<file path="src/blsr_pkg.sv">
// Purpose: constants for the bias and lead-off select register bank
// Assumes: APB, 32-bit data, registers at word index times four
// Notes:   offsets below are register indices, not byte addresses
package blsr_pkg;
  localparam int          REG_W          = 8;
  localparam int          CH_MAX         = 8;
  localparam logic [7:0]  IDX_BIAS_POS   = 8'h0d;
  localparam logic [7:0]  IDX_BIAS_NEG   = 8'h0e;
  localparam logic [7:0]  IDX_LOFF_POS   = 8'h0f;
  localparam logic [7:0]  IDX_LOFF_NEG   = 8'h10;
  localparam logic [7:0]  IDX_POL_SWAP   = 8'h11;
  localparam logic [7:0]  IDX_LEADOFF_POSITIVE_STATUS = 8'h12;
  localparam logic [7:0]  IDX_LEADOFF_NEGATIVE_STATUS = 8'h13;
  localparam logic [7:0]  RST_VAL        = 8'h00;
  localparam logic [7:0]  MASK_CH8       = 8'hff;
  localparam logic [7:0]  MASK_CH6       = 8'h3f;
  localparam logic [7:0]  MASK_CH4       = 8'h0f;
  localparam logic [1:0]  FREQ_AC        = 2'b01;
  localparam logic [1:0]  FREQ_DC        = 2'b11;
  function automatic logic [9:0] byte_addr(input logic [7:0] idx);
    byte_addr = {idx, 2'b00};
  endfunction
endpackage

</file>
<file path="src/blsr_bias_leadoff_regs.sv">
// Purpose: APB bank of bias-route and lead-off configuration registers
// Assumes: one clock, async active-low reset, zero-wait APB slave
// Notes:   absent channel bits are dropped on write and read as zero
//
// Behaviour
// - positive bias route register, reset zero
// - negative bias route register, reset zero
// - positive lead-off enable register, reset zero
// - negative lead-off enable register, reset zero
// - per-channel lead-off polarity swap register
// - four-channel parts lack bits five, four
// - four/six-channel parts lack bits seven, six
// - swap bit flips input pull directions
// - status reads one when electrode off
`timescale 1ns/1ps
`default_nettype none
module blsr_bias_leadoff_regs #(
  parameter logic [3:0] CHAN_COUNT = 4'h8
) (
  input  wire logic        clk,
  input  wire logic        rst_n,
  input  wire logic        psel,
  input  wire logic        penable,
  input  wire logic        pwrite,
  input  wire logic [11:0] paddr,
  input  wire logic [31:0] pwdata,
  input  wire logic [3:0]  pstrb,
  output logic      [31:0] prdata,
  output logic             pready,
  output logic             pslverr,
  input  wire logic [7:0]  electrodeOffPos,
  input  wire logic [7:0]  electrodeOffNeg,
  output logic      [7:0]  biasRoutePos,
  output logic      [7:0]  biasRouteNeg,
  output logic      [7:0]  leadoffEnPos,
  output logic      [7:0]  leadoffEnNeg,
  output logic      [7:0]  pullPosToSupply,
  output logic      [7:0]  pullNegToSupply
);
  typedef struct packed {
    logic [7:0]  biasPos;
    logic [7:0]  biasNeg;
    logic [7:0]  loffPos;
    logic [7:0]  loffNeg;
    logic [7:0]  polSwap;
    logic [7:0]  statPos;
    logic [7:0]  statNeg;
    logic [31:0] rdata;
    logic        ready;
    logic        err;
  } blsr_state_t;

  blsr_state_t st_reg;
  blsr_state_t st_next;
  logic [7:0]  chanMask;
  logic        setupPhase;
  logic        commitWr;
  logic        hit;
  logic [7:0]  wbyte;
  logic [7:0]  rbyte;

  blsr_chmask u_mask (
    .chanCount (CHAN_COUNT),
    .chanMask  (chanMask)
  );

  // answer in the access cycle right after setup: one wait-free cycle
  assign setupPhase = psel && !penable;
  // writes land only at the edge that ends the access phase
  assign commitWr   = psel && penable && st_reg.ready && pwrite;
  assign wbyte      = pstrb[0] ? pwdata[7:0] : 8'h00;

  always_comb begin
    hit   = 1'b1;
    rbyte = 8'h00;
    unique case (paddr[11:2])
      blsr_pkg::byte_addr(blsr_pkg::IDX_BIAS_POS) >> 2: rbyte = st_reg.biasPos;
      blsr_pkg::byte_addr(blsr_pkg::IDX_BIAS_NEG) >> 2: rbyte = st_reg.biasNeg;
      blsr_pkg::byte_addr(blsr_pkg::IDX_LOFF_POS) >> 2: rbyte = st_reg.loffPos;
      blsr_pkg::byte_addr(blsr_pkg::IDX_LOFF_NEG) >> 2: rbyte = st_reg.loffNeg;
      blsr_pkg::byte_addr(blsr_pkg::IDX_POL_SWAP) >> 2: rbyte = st_reg.polSwap;
      blsr_pkg::byte_addr(blsr_pkg::IDX_LEADOFF_POSITIVE_STATUS) >> 2:
        rbyte = st_reg.statPos;
      blsr_pkg::byte_addr(blsr_pkg::IDX_LEADOFF_NEGATIVE_STATUS) >> 2:
        rbyte = st_reg.statNeg;
      default: hit = 1'b0;
    endcase
  end

  always_comb begin
    st_next       = st_reg;
    st_next.statPos = electrodeOffPos & chanMask;
    st_next.statNeg = electrodeOffNeg & chanMask;
    st_next.ready = setupPhase;
    st_next.err   = setupPhase && !hit;
    st_next.rdata = 32'h0000_0000;
    if (setupPhase && !pwrite && hit) begin
      st_next.rdata = {24'h00_0000, rbyte};
    end
    // read-only status and unmapped writes are refused with an error
    if (setupPhase && pwrite) begin
      if (paddr[11:2] == 10'(blsr_pkg::IDX_LEADOFF_POSITIVE_STATUS) ||
          paddr[11:2] == 10'(blsr_pkg::IDX_LEADOFF_NEGATIVE_STATUS)) begin
        st_next.err = 1'b1;
      end
    end
    if (commitWr) begin
      unique case (paddr[11:2])
        10'(blsr_pkg::IDX_BIAS_POS): st_next.biasPos = wbyte & chanMask;
        10'(blsr_pkg::IDX_BIAS_NEG): st_next.biasNeg = wbyte & chanMask;
        10'(blsr_pkg::IDX_LOFF_POS): st_next.loffPos = wbyte & chanMask;
        10'(blsr_pkg::IDX_LOFF_NEG): st_next.loffNeg = wbyte & chanMask;
        10'(blsr_pkg::IDX_POL_SWAP): st_next.polSwap = wbyte & chanMask;
        default: ;
      endcase
    end
  end

  always_ff @(posedge clk or negedge rst_n) begin
    if (!rst_n) begin
      st_reg <= '0;
    end else begin
      st_reg <= st_next;
    end
  end

  // outputs: registered values, pulls decoded from the swap register
  always_ff @(posedge clk or negedge rst_n) begin
    if (!rst_n) begin
      biasRoutePos    <= blsr_pkg::RST_VAL;
      biasRouteNeg    <= blsr_pkg::RST_VAL;
      leadoffEnPos    <= blsr_pkg::RST_VAL;
      leadoffEnNeg    <= blsr_pkg::RST_VAL;
      pullPosToSupply <= blsr_pkg::RST_VAL;
      pullNegToSupply <= blsr_pkg::RST_VAL;
    end else begin
      biasRoutePos    <= st_next.biasPos;
      biasRouteNeg    <= st_next.biasNeg;
      leadoffEnPos    <= st_next.loffPos;
      leadoffEnNeg    <= st_next.loffNeg;
      pullPosToSupply <= ~st_next.polSwap & chanMask;
      pullNegToSupply <= st_next.polSwap;
    end
  end

  assign prdata  = st_reg.rdata;
  assign pready  = st_reg.ready;
  assign pslverr = st_reg.err;

  property p_route_reset;
    @(posedge clk) disable iff (!rst_n)
      $rose(rst_n) |-> biasRoutePos == 8'h00;
  endproperty
  a_route_reset: assert property (p_route_reset)
    else $error("bias route not zero after reset");

  property p_write_pos;
    @(posedge clk) disable iff (!rst_n)
      (commitWr && paddr[11:2] == 10'(blsr_pkg::IDX_BIAS_POS) && pstrb[0])
      |=> biasRoutePos == ($past(pwdata[7:0]) & chanMask);
  endproperty
  a_write_pos: assert property (p_write_pos)
    else $error("positive route write not applied");

  property p_write_neg;
    @(posedge clk) disable iff (!rst_n)
      (commitWr && paddr[11:2] == 10'(blsr_pkg::IDX_BIAS_NEG) && pstrb[0])
      |=> biasRouteNeg == ($past(pwdata[7:0]) & chanMask);
  endproperty
  a_write_neg: assert property (p_write_neg)
    else $error("negative route write not applied");

  property p_write_lp;
    @(posedge clk) disable iff (!rst_n)
      (commitWr && paddr[11:2] == 10'(blsr_pkg::IDX_LOFF_POS) && pstrb[0])
      |=> leadoffEnPos == ($past(pwdata[7:0]) & chanMask);
  endproperty
  a_write_lp: assert property (p_write_lp)
    else $error("positive lead-off enable write not applied");

  property p_write_ln;
    @(posedge clk) disable iff (!rst_n)
      (commitWr && paddr[11:2] == 10'(blsr_pkg::IDX_LOFF_NEG) && pstrb[0])
      |=> leadoffEnNeg == ($past(pwdata[7:0]) & chanMask);
  endproperty
  a_write_ln: assert property (p_write_ln)
    else $error("negative lead-off enable write not applied");

  property p_write_swap;
    @(posedge clk) disable iff (!rst_n)
      (commitWr && paddr[11:2] == 10'(blsr_pkg::IDX_POL_SWAP) && pstrb[0])
      |=> pullNegToSupply == ($past(pwdata[7:0]) & chanMask);
  endproperty
  a_write_swap: assert property (p_write_swap)
    else $error("polarity swap write not applied");

  // pulls leave reset at zero and settle one edge later, hence the guard
  property p_swap;
    @(posedge clk) disable iff (!rst_n)
      $past(rst_n) |->
        (pullNegToSupply & ~chanMask) == 8'h00 &&
        ((pullPosToSupply ^ pullNegToSupply) == chanMask);
  endproperty
  a_swap: assert property (p_swap)
    else $error("pull directions not complementary");

  property p_status;
    @(posedge clk) disable iff (!rst_n)
      $past(rst_n) |->
        st_reg.statPos == ($past(electrodeOffPos) & chanMask);
  endproperty
  a_status: assert property (p_status)
    else $error("positive status does not follow electrode inputs");

  property p_absent;
    @(posedge clk) disable iff (!rst_n)
      ((biasRoutePos | biasRouteNeg | leadoffEnPos | leadoffEnNeg)
       & ~chanMask) == 8'h00;
  endproperty
  a_absent: assert property (p_absent)
    else $error("absent channel bit set");

  property p_ready_one;
    @(posedge clk) disable iff (!rst_n)
      setupPhase |=> pready ##1 !pready;
  endproperty
  a_ready_one: assert property (p_ready_one)
    else $error("pready not a single cycle");
endmodule
`default_nettype wire

</file>
<file path="src/blsr_chmask.sv">
// Purpose: mask of channel bits present in the chosen variant
// Assumes: channel count is 4, 6 or 8
// Notes:   unknown counts fall back to eight channels
`timescale 1ns/1ps
`default_nettype none
module blsr_chmask (
  input  wire logic [3:0] chanCount,
  output logic      [7:0] chanMask
);
  always_comb begin
    unique case (chanCount)
      4'h4:    chanMask = blsr_pkg::MASK_CH4;
      4'h6:    chanMask = blsr_pkg::MASK_CH6;
      default: chanMask = blsr_pkg::MASK_CH8;
    endcase
  end
endmodule
`default_nettype wire

</file>
<file path="config.mk">
export PLATFORM = sky130hd
export DESIGN_NAME = blsr_bias_leadoff_regs
export DESIGN_NICKNAME = d
export VERILOG_FILES = /design/src/blsr_pkg.sv /design/src/blsr_bias_leadoff_regs.sv /design/src/blsr_chmask.sv
export SDC_FILE = /design/constraint.sdc
export NUM_CORES = 1
export LEC_CHECK = 0
export BUFFER_PORTS_ARGS = -buffer_cell sky130_fd_sc_hd__clkbuf_2
export CAP_MARGIN = 10
export CORE_MARGIN = 3
export CORE_UTILIZATION = 25
export CTS_BUF_LIST = sky130_fd_sc_hd__clkbuf_16
export CTS_CLUSTER_DIAMETER = 30
export CTS_CLUSTER_SIZE = 10
export DETAILED_ROUTE_END_ITERATION = 8
export PLACE_DENSITY = 0.53
export SYNTH_ARGS = -nofsm -noshare
export SYNTH_HDL_FRONTEND = slang
export SYNTH_SLANG_ARGS = --single-unit
</file>
<file path="constraint.sdc">
create_clock -name clk -period 2.1 [get_ports clk]
set_input_delay 0 -clock clk [delete_from_list [all_inputs] [get_ports clk]]
set_output_delay 0 -clock clk [all_outputs]
set_load 0.01 [all_outputs]
</file>
Yosys cells after proc, flatten, opt, wreduce, memory -nomap -nowiden. Cells that the tools add are included. W data, S select, Z words.

Register bits: 98. RAM bits: 0. Output and inout port bits: 82. Latch bits: 0. Logic and storage cells: 44. Bits of input ports: 69. ROM bits: 0. Memories kept: 0.

Div/mod/pow operators: 0. Muxes and demuxes: 8. Equality and inequality tests: 7. Multipliers: 0. Reductions and logical operators: 17. Add/sub/neg operators: 0. Bitwise operators: 1. $lt $le $gt $ge: 0. Shift-type cells: 0.

Operators by type and width (number): $pmux W8 S7 (1); $eq A10 B5 Y1 const B (4); $mux W8 (4); $eq A10 B4 Y1 const B (3); $logic_and A1 B1 Y1 (8); $not A8 Y8 (1); $reduce_and A2 Y1 (4); $reduce_or A7 Y1 (1); $logic_not A1 Y1 (3); $mux W1 (3); $logic_or A1 B1 Y1 (1).

Depth between registers and ports, before layout.
Depth after elaboration: 7. Depth in mapped cells: 6. Mapped depth without buffers: 4.

Hierarchy. From an unflattened synthesis, not the netlist that was laid out.

Cell total of the unflattened synthesis: 357. Area total of the unflattened synthesis: 3782.4 µm².

Modules (own cells, without submodules): blsr_bias_leadoff_regs (cells each 348, instances 1, area each 3714.8 µm², sequential area each 1851.8 µm²); blsr_chmask (cells each 9, instances 1, area each 67.6 µm², sequential area each 0.0 µm²).

Least setup slack after synthesis. Ideal clock, no wire load.

Path type: input-to-reg. From: in paddr[9]. To: reg biasRoutePos[0]. Buffers on the path: 0. Setup slack: 0.534 ns. Library setup time: 0.125 ns. Stages on the path: 4. Data required time: 1.975 ns. Arrival time: 1.441 ns. Cell sequence: or4_4 > nor4_4 > nand3b_2 > mux2_2.

Cells in the longest elaborated chain, start to end: 2.

RTL lines: start, declared (line blsr_bias_leadoff_regs.sv:25) `input wire logic [11:0] paddr,`; $eq A10 B4 Y1 (line blsr_bias_leadoff_regs.sv:108) `unique case (paddr[11:2])`; $reduce_and A2 Y1 (no source line); end signal, assigned (line blsr_bias_leadoff_regs.sv:130) `biasRoutePos <= blsr_pkg::RST_VAL;`; end signal, assigned (line blsr_bias_leadoff_regs.sv:137) `biasRoutePos <= st_next.biasPos;`; end, declared (line blsr_bias_leadoff_regs.sv:33) `output logic [7:0] biasRoutePos,`.

No other way between the ends. A chain may end at the register's enable or synchronous reset.

Worst setup path after layout.
From: reg st_reg (netlist bit pready). To: reg leadoffEnPos[1].

Cells in the longest elaborated chain, start to end: 3.

RTL lines: start, declared (line blsr_bias_leadoff_regs.sv:53) `blsr_state_t st_reg;`; start signal, assigned (line blsr_bias_leadoff_regs.sv:123) `st_reg <= st_next;`; $logic_and A1 B1 Y1 (2 in a row) (line blsr_bias_leadoff_regs.sv:70) `assign commitWr = psel && penable && st_reg.ready && pwrite;`; $reduce_and A2 Y1 (no source line); end signal, assigned (line blsr_bias_leadoff_regs.sv:132) `leadoffEnPos <= blsr_pkg::RST_VAL;`; end signal, assigned (line blsr_bias_leadoff_regs.sv:139) `leadoffEnPos <= st_next.loffPos;`; end, declared (line blsr_bias_leadoff_regs.sv:35) `output logic [7:0] leadoffEnPos,`.

No other way between the ends.

==> results.md <==
* Outcome: complete, no violations
* Hold Path Stages at 3
* FILL cells at about 1.4k
* Yosys warns at 0
* Worst hold-check path type: in2reg
* Syn avg cell area at 12.2 µm²
* Drt first-iter violations at 59
* Synth Instances at 300
* Placed Cells at 530
* Worst VDD drop at about 320 µV
* Rel. slew slack at approximately 37%
* Hold endpoint: pready$_DFF_PN0_
* DRT Pass-1 Iters at 4
* Compound-Gate Fraction of Synth Area at 5.97%
* Total track usage at 12.1%
* Maxcap violations at 0
* Max Slew Vio Count at 0
* # setup viols final at 0
* Power Dens Cells at 734 mW/mm²
* Final WL at 9.41 mm
* Main combinational cell family by area after synthesis: multiplexers
* HPWL after DPL at 6.98 mm
* Initial antenna violation count at 0
* Antenna diodes at 0
* Die Ht at ~130 µm
* Clk pin slew, worst setup/hold paths at 0.06 ns
* Final hold viol count at 0
* DRC Markers at 0
* Family with the most delay on the worst path: simple AND/OR/NAND/NOR gates
* Core area at 0.0141 mm²
* Storage element area at 0.00185 mm²
* Slowest stage delay, CP at 0.38 ns
* H-tree levels at 3
* Via-to-Cell Ratio at 4.27
* Register area share after synthesis at between 50 and 60%
* Final min period at 1.82 ns
* Crit path DAT at 2.03 ns
* Port Buffers at a little under 100
* RSZ-0062 raised after global routing: no
* Largest net degree at the start of global routing at 75
* Setup_tns at 0 ns
* Worst-Skew Late Latency at 0.33 ns
* Synth cell types at 37
* Fin crit share at 86.7%
* Design Area, Final at 0.00446 mm²
* Vias at 2415
* Critical path class: reg2reg
* Layout cells sized above 1 at between 40% and 50%
* Post-synthesis adder-cell area fraction at 0%
* Hold wc startpoint: penable
* Fin Clk Skew at 0.00782 ns
* Area of the multi-input gates at 0.00131 mm²
* CP cell instances: nand4_1 > nor4_4 > nand3_2 > mux2_2
* # IOs at 151
* Vias in the first global route at 2462
* TritonCTS Buffers at 9
* Num Clock Sinks at 74
* Flops & latches, synth at 74
* CP max-delay cell: mux2_2
* Flop2flop setup slack at ~0.28 ns
* Area share of and/or/nand/nor cells after synthesis at 7.89%
* Post-synthesis instance area at around 0.0036 mm²
* Clk buf depth at 2
* Crit. End Element: register
* Row cnt at 43
* Crit path max fanout at 8
* Starting Density at 25.9%
* Non-Filler Instances at 565
* Final nets at approximately 450
* Xor/xnor cell area share of the yosys netlist at 0%
* First-pass GRT wire length at between 10 and 15 mm
* Clk Tree Root Cell: clkbuf_16
* Slew @ Worst Pin at 0.942 ns
* CP startpoint kind: register
* TritonCTS clock tree: built
* GRT overflow at 0
* Req. time, crit path at 2.31 ns
* Die footprint at 0.0161 mm²
* Post-cts resize count at 0
* Area after DPL at 0.00396 mm²
* Proportion of synthesized area in mux cells at 19.4%
* Final ANT Viol Nets at 0
* Die width at 127 µm
* Worst reg2reg path depth at 4
* Area grow syn2layout at 22.3%
* Buf/Inv on CP at 0
* R2R Path End: leadoffEnPos[1]$_DFFE_PN0P_
* Leakage at 2.27 nW
* Max reg flops at 16
* GPL Wtd Cong at 0.698
* WL/cell at 16.7 µm
* RR Startpoint: pready$_DFF_PN0_
* Max Freq at 0.549 GHz
## report_power, final
group / internal (mW) / leakage, nW / total, mW / switching [mW]
clock: 1.03 / 0.154 / 1.61 / 0.578
combinational: 0.0867 / 1.16 / 0.221 / 0.134
sequential: 1.44 / 0.953 / 1.45 / 0.00535
total: 2.56 / 2.27 / 3.28 / 0.718
## what timing repair did
item	in CTS	in global routing
hold buffers	19	0
setup buffers	0	0
endpoints found under the hold margin	92	0
## synthesized netlist by cell type (all sizes together)
library cell / instances / share of area [%]
clkbuf: 5 / 0.51
nor2: 6 / 0.62
inv: 1 / 0.10
or4: 1 / 0.31
and2: 8 / 1.4
and3b: 1 / 0.24
nor2b: 1 / 0.17
nor3: 5 / 0.82
conb: 1 / 0.10
mux4: 1 / 0.62
buf: 76 / 15
mux2i: 19 / 5.2
nand2: 5 / 0.65
nor3b: 2 / 0.55
a32oi: 1 / 0.24
a22o: 4 / 0.96
a21oi: 14 / 1.9
nand4: 2 / 0.34
or3b: 1 / 0.24
dfrtp: 74 / 51
a31oi: 2 / 0.34
nand2b: 1 / 0.17
nand3b: 3 / 0.72
o21ai: 7 / 0.96
a221oi: 3 / 0.72
nand3: 7 / 1.1
mux2: 44 / 14
a211oi: 4 / 0.82
nor4: 1 / 0.58
## placed cells by master (no fill, tap or decap), types with 8 or more instances in the layout
master / count
clkbuf_2: 96
dfrtp_1: 74
mux2_2: 42
conb_1: 24
mux2i_1: 19
dlygate4sd3_1: 19
a21oi_1: 14
buf_4: 12
clkbuf_16: 9
and2_1: 8
## cell type report
cell class / instances / share of cell area [%]
well taps: 180 / 5.05
clock buffers: 9 / 5.05
repair buffers: 127 / 17.1
clock inverters: 7 / 1.91
flip-flops and latches: 74 / 41.5
inverters: 1 / 0.0842
multi-input cells: 167 / 29.3
## through the flow
stage | power (mW) | hold WS [ns] | setup WS (ns) | util, %
final | 3.28 | 0.0198 | 0.279 | 31.6
after global routing | 3.44 | 0.0257 | 0.204 | 31.6
after CTS | 3.33 | 0.00655 | 0.312 | 31.6
after detailed placement | 1.67 | 0.110 | 0.159 | 28.1
after global placement | 1.67 | 0.110 | 0.142 | 28.1
after floorplan | 1.60 | -0.296 | 0.534 | -
## logic make-up after synthesis
logic type | after synthesis
other | 1
AO/OA/AOI/OAI | 35
multiplexers | 64
AND/OR/NAND/NOR | 44
flip-flops | 74
buffers and inverters | 82
## worst max path at each step
stage                                 from                           to  depth (start not counted)
after floorplan                   paddr[9]  biasRoutePos[0]$_DFFE_PN0P_                          4
after global placement            paddr[9]  leadoffEnPos[1]$_DFFE_PN0P_                          5
after detailed placement          paddr[9]  leadoffEnPos[3]$_DFFE_PN0P_                          5
after CTS                 pready$_DFF_PN0_  leadoffEnPos[1]$_DFFE_PN0P_                          4
after global routing      pready$_DFF_PN0_  leadoffEnPos[1]$_DFFE_PN0P_                          4
final                     pready$_DFF_PN0_  leadoffEnPos[1]$_DFFE_PN0P_                          4
## worst register-to-register path, stage by stage (launching register included)
cell     delay (ns)
dfrtp_1        0.35
nand4_1        0.26
nor4_4         0.35
nand3_2        0.35
mux2_2         0.38
## per-layer routing
metal / global-route usage, % / up-vias / share of wire, %
li1: - / 1117 / -
met1: 16.7 / 1176 / 46
met2: 19.0 / 112 / 47
met3: 3.28 / 10 / 6.4
met4: 3.03 / 0 / 0.91
met5: 0 / - / 0
No activity file was read; power rests on OpenSTA's default activity.
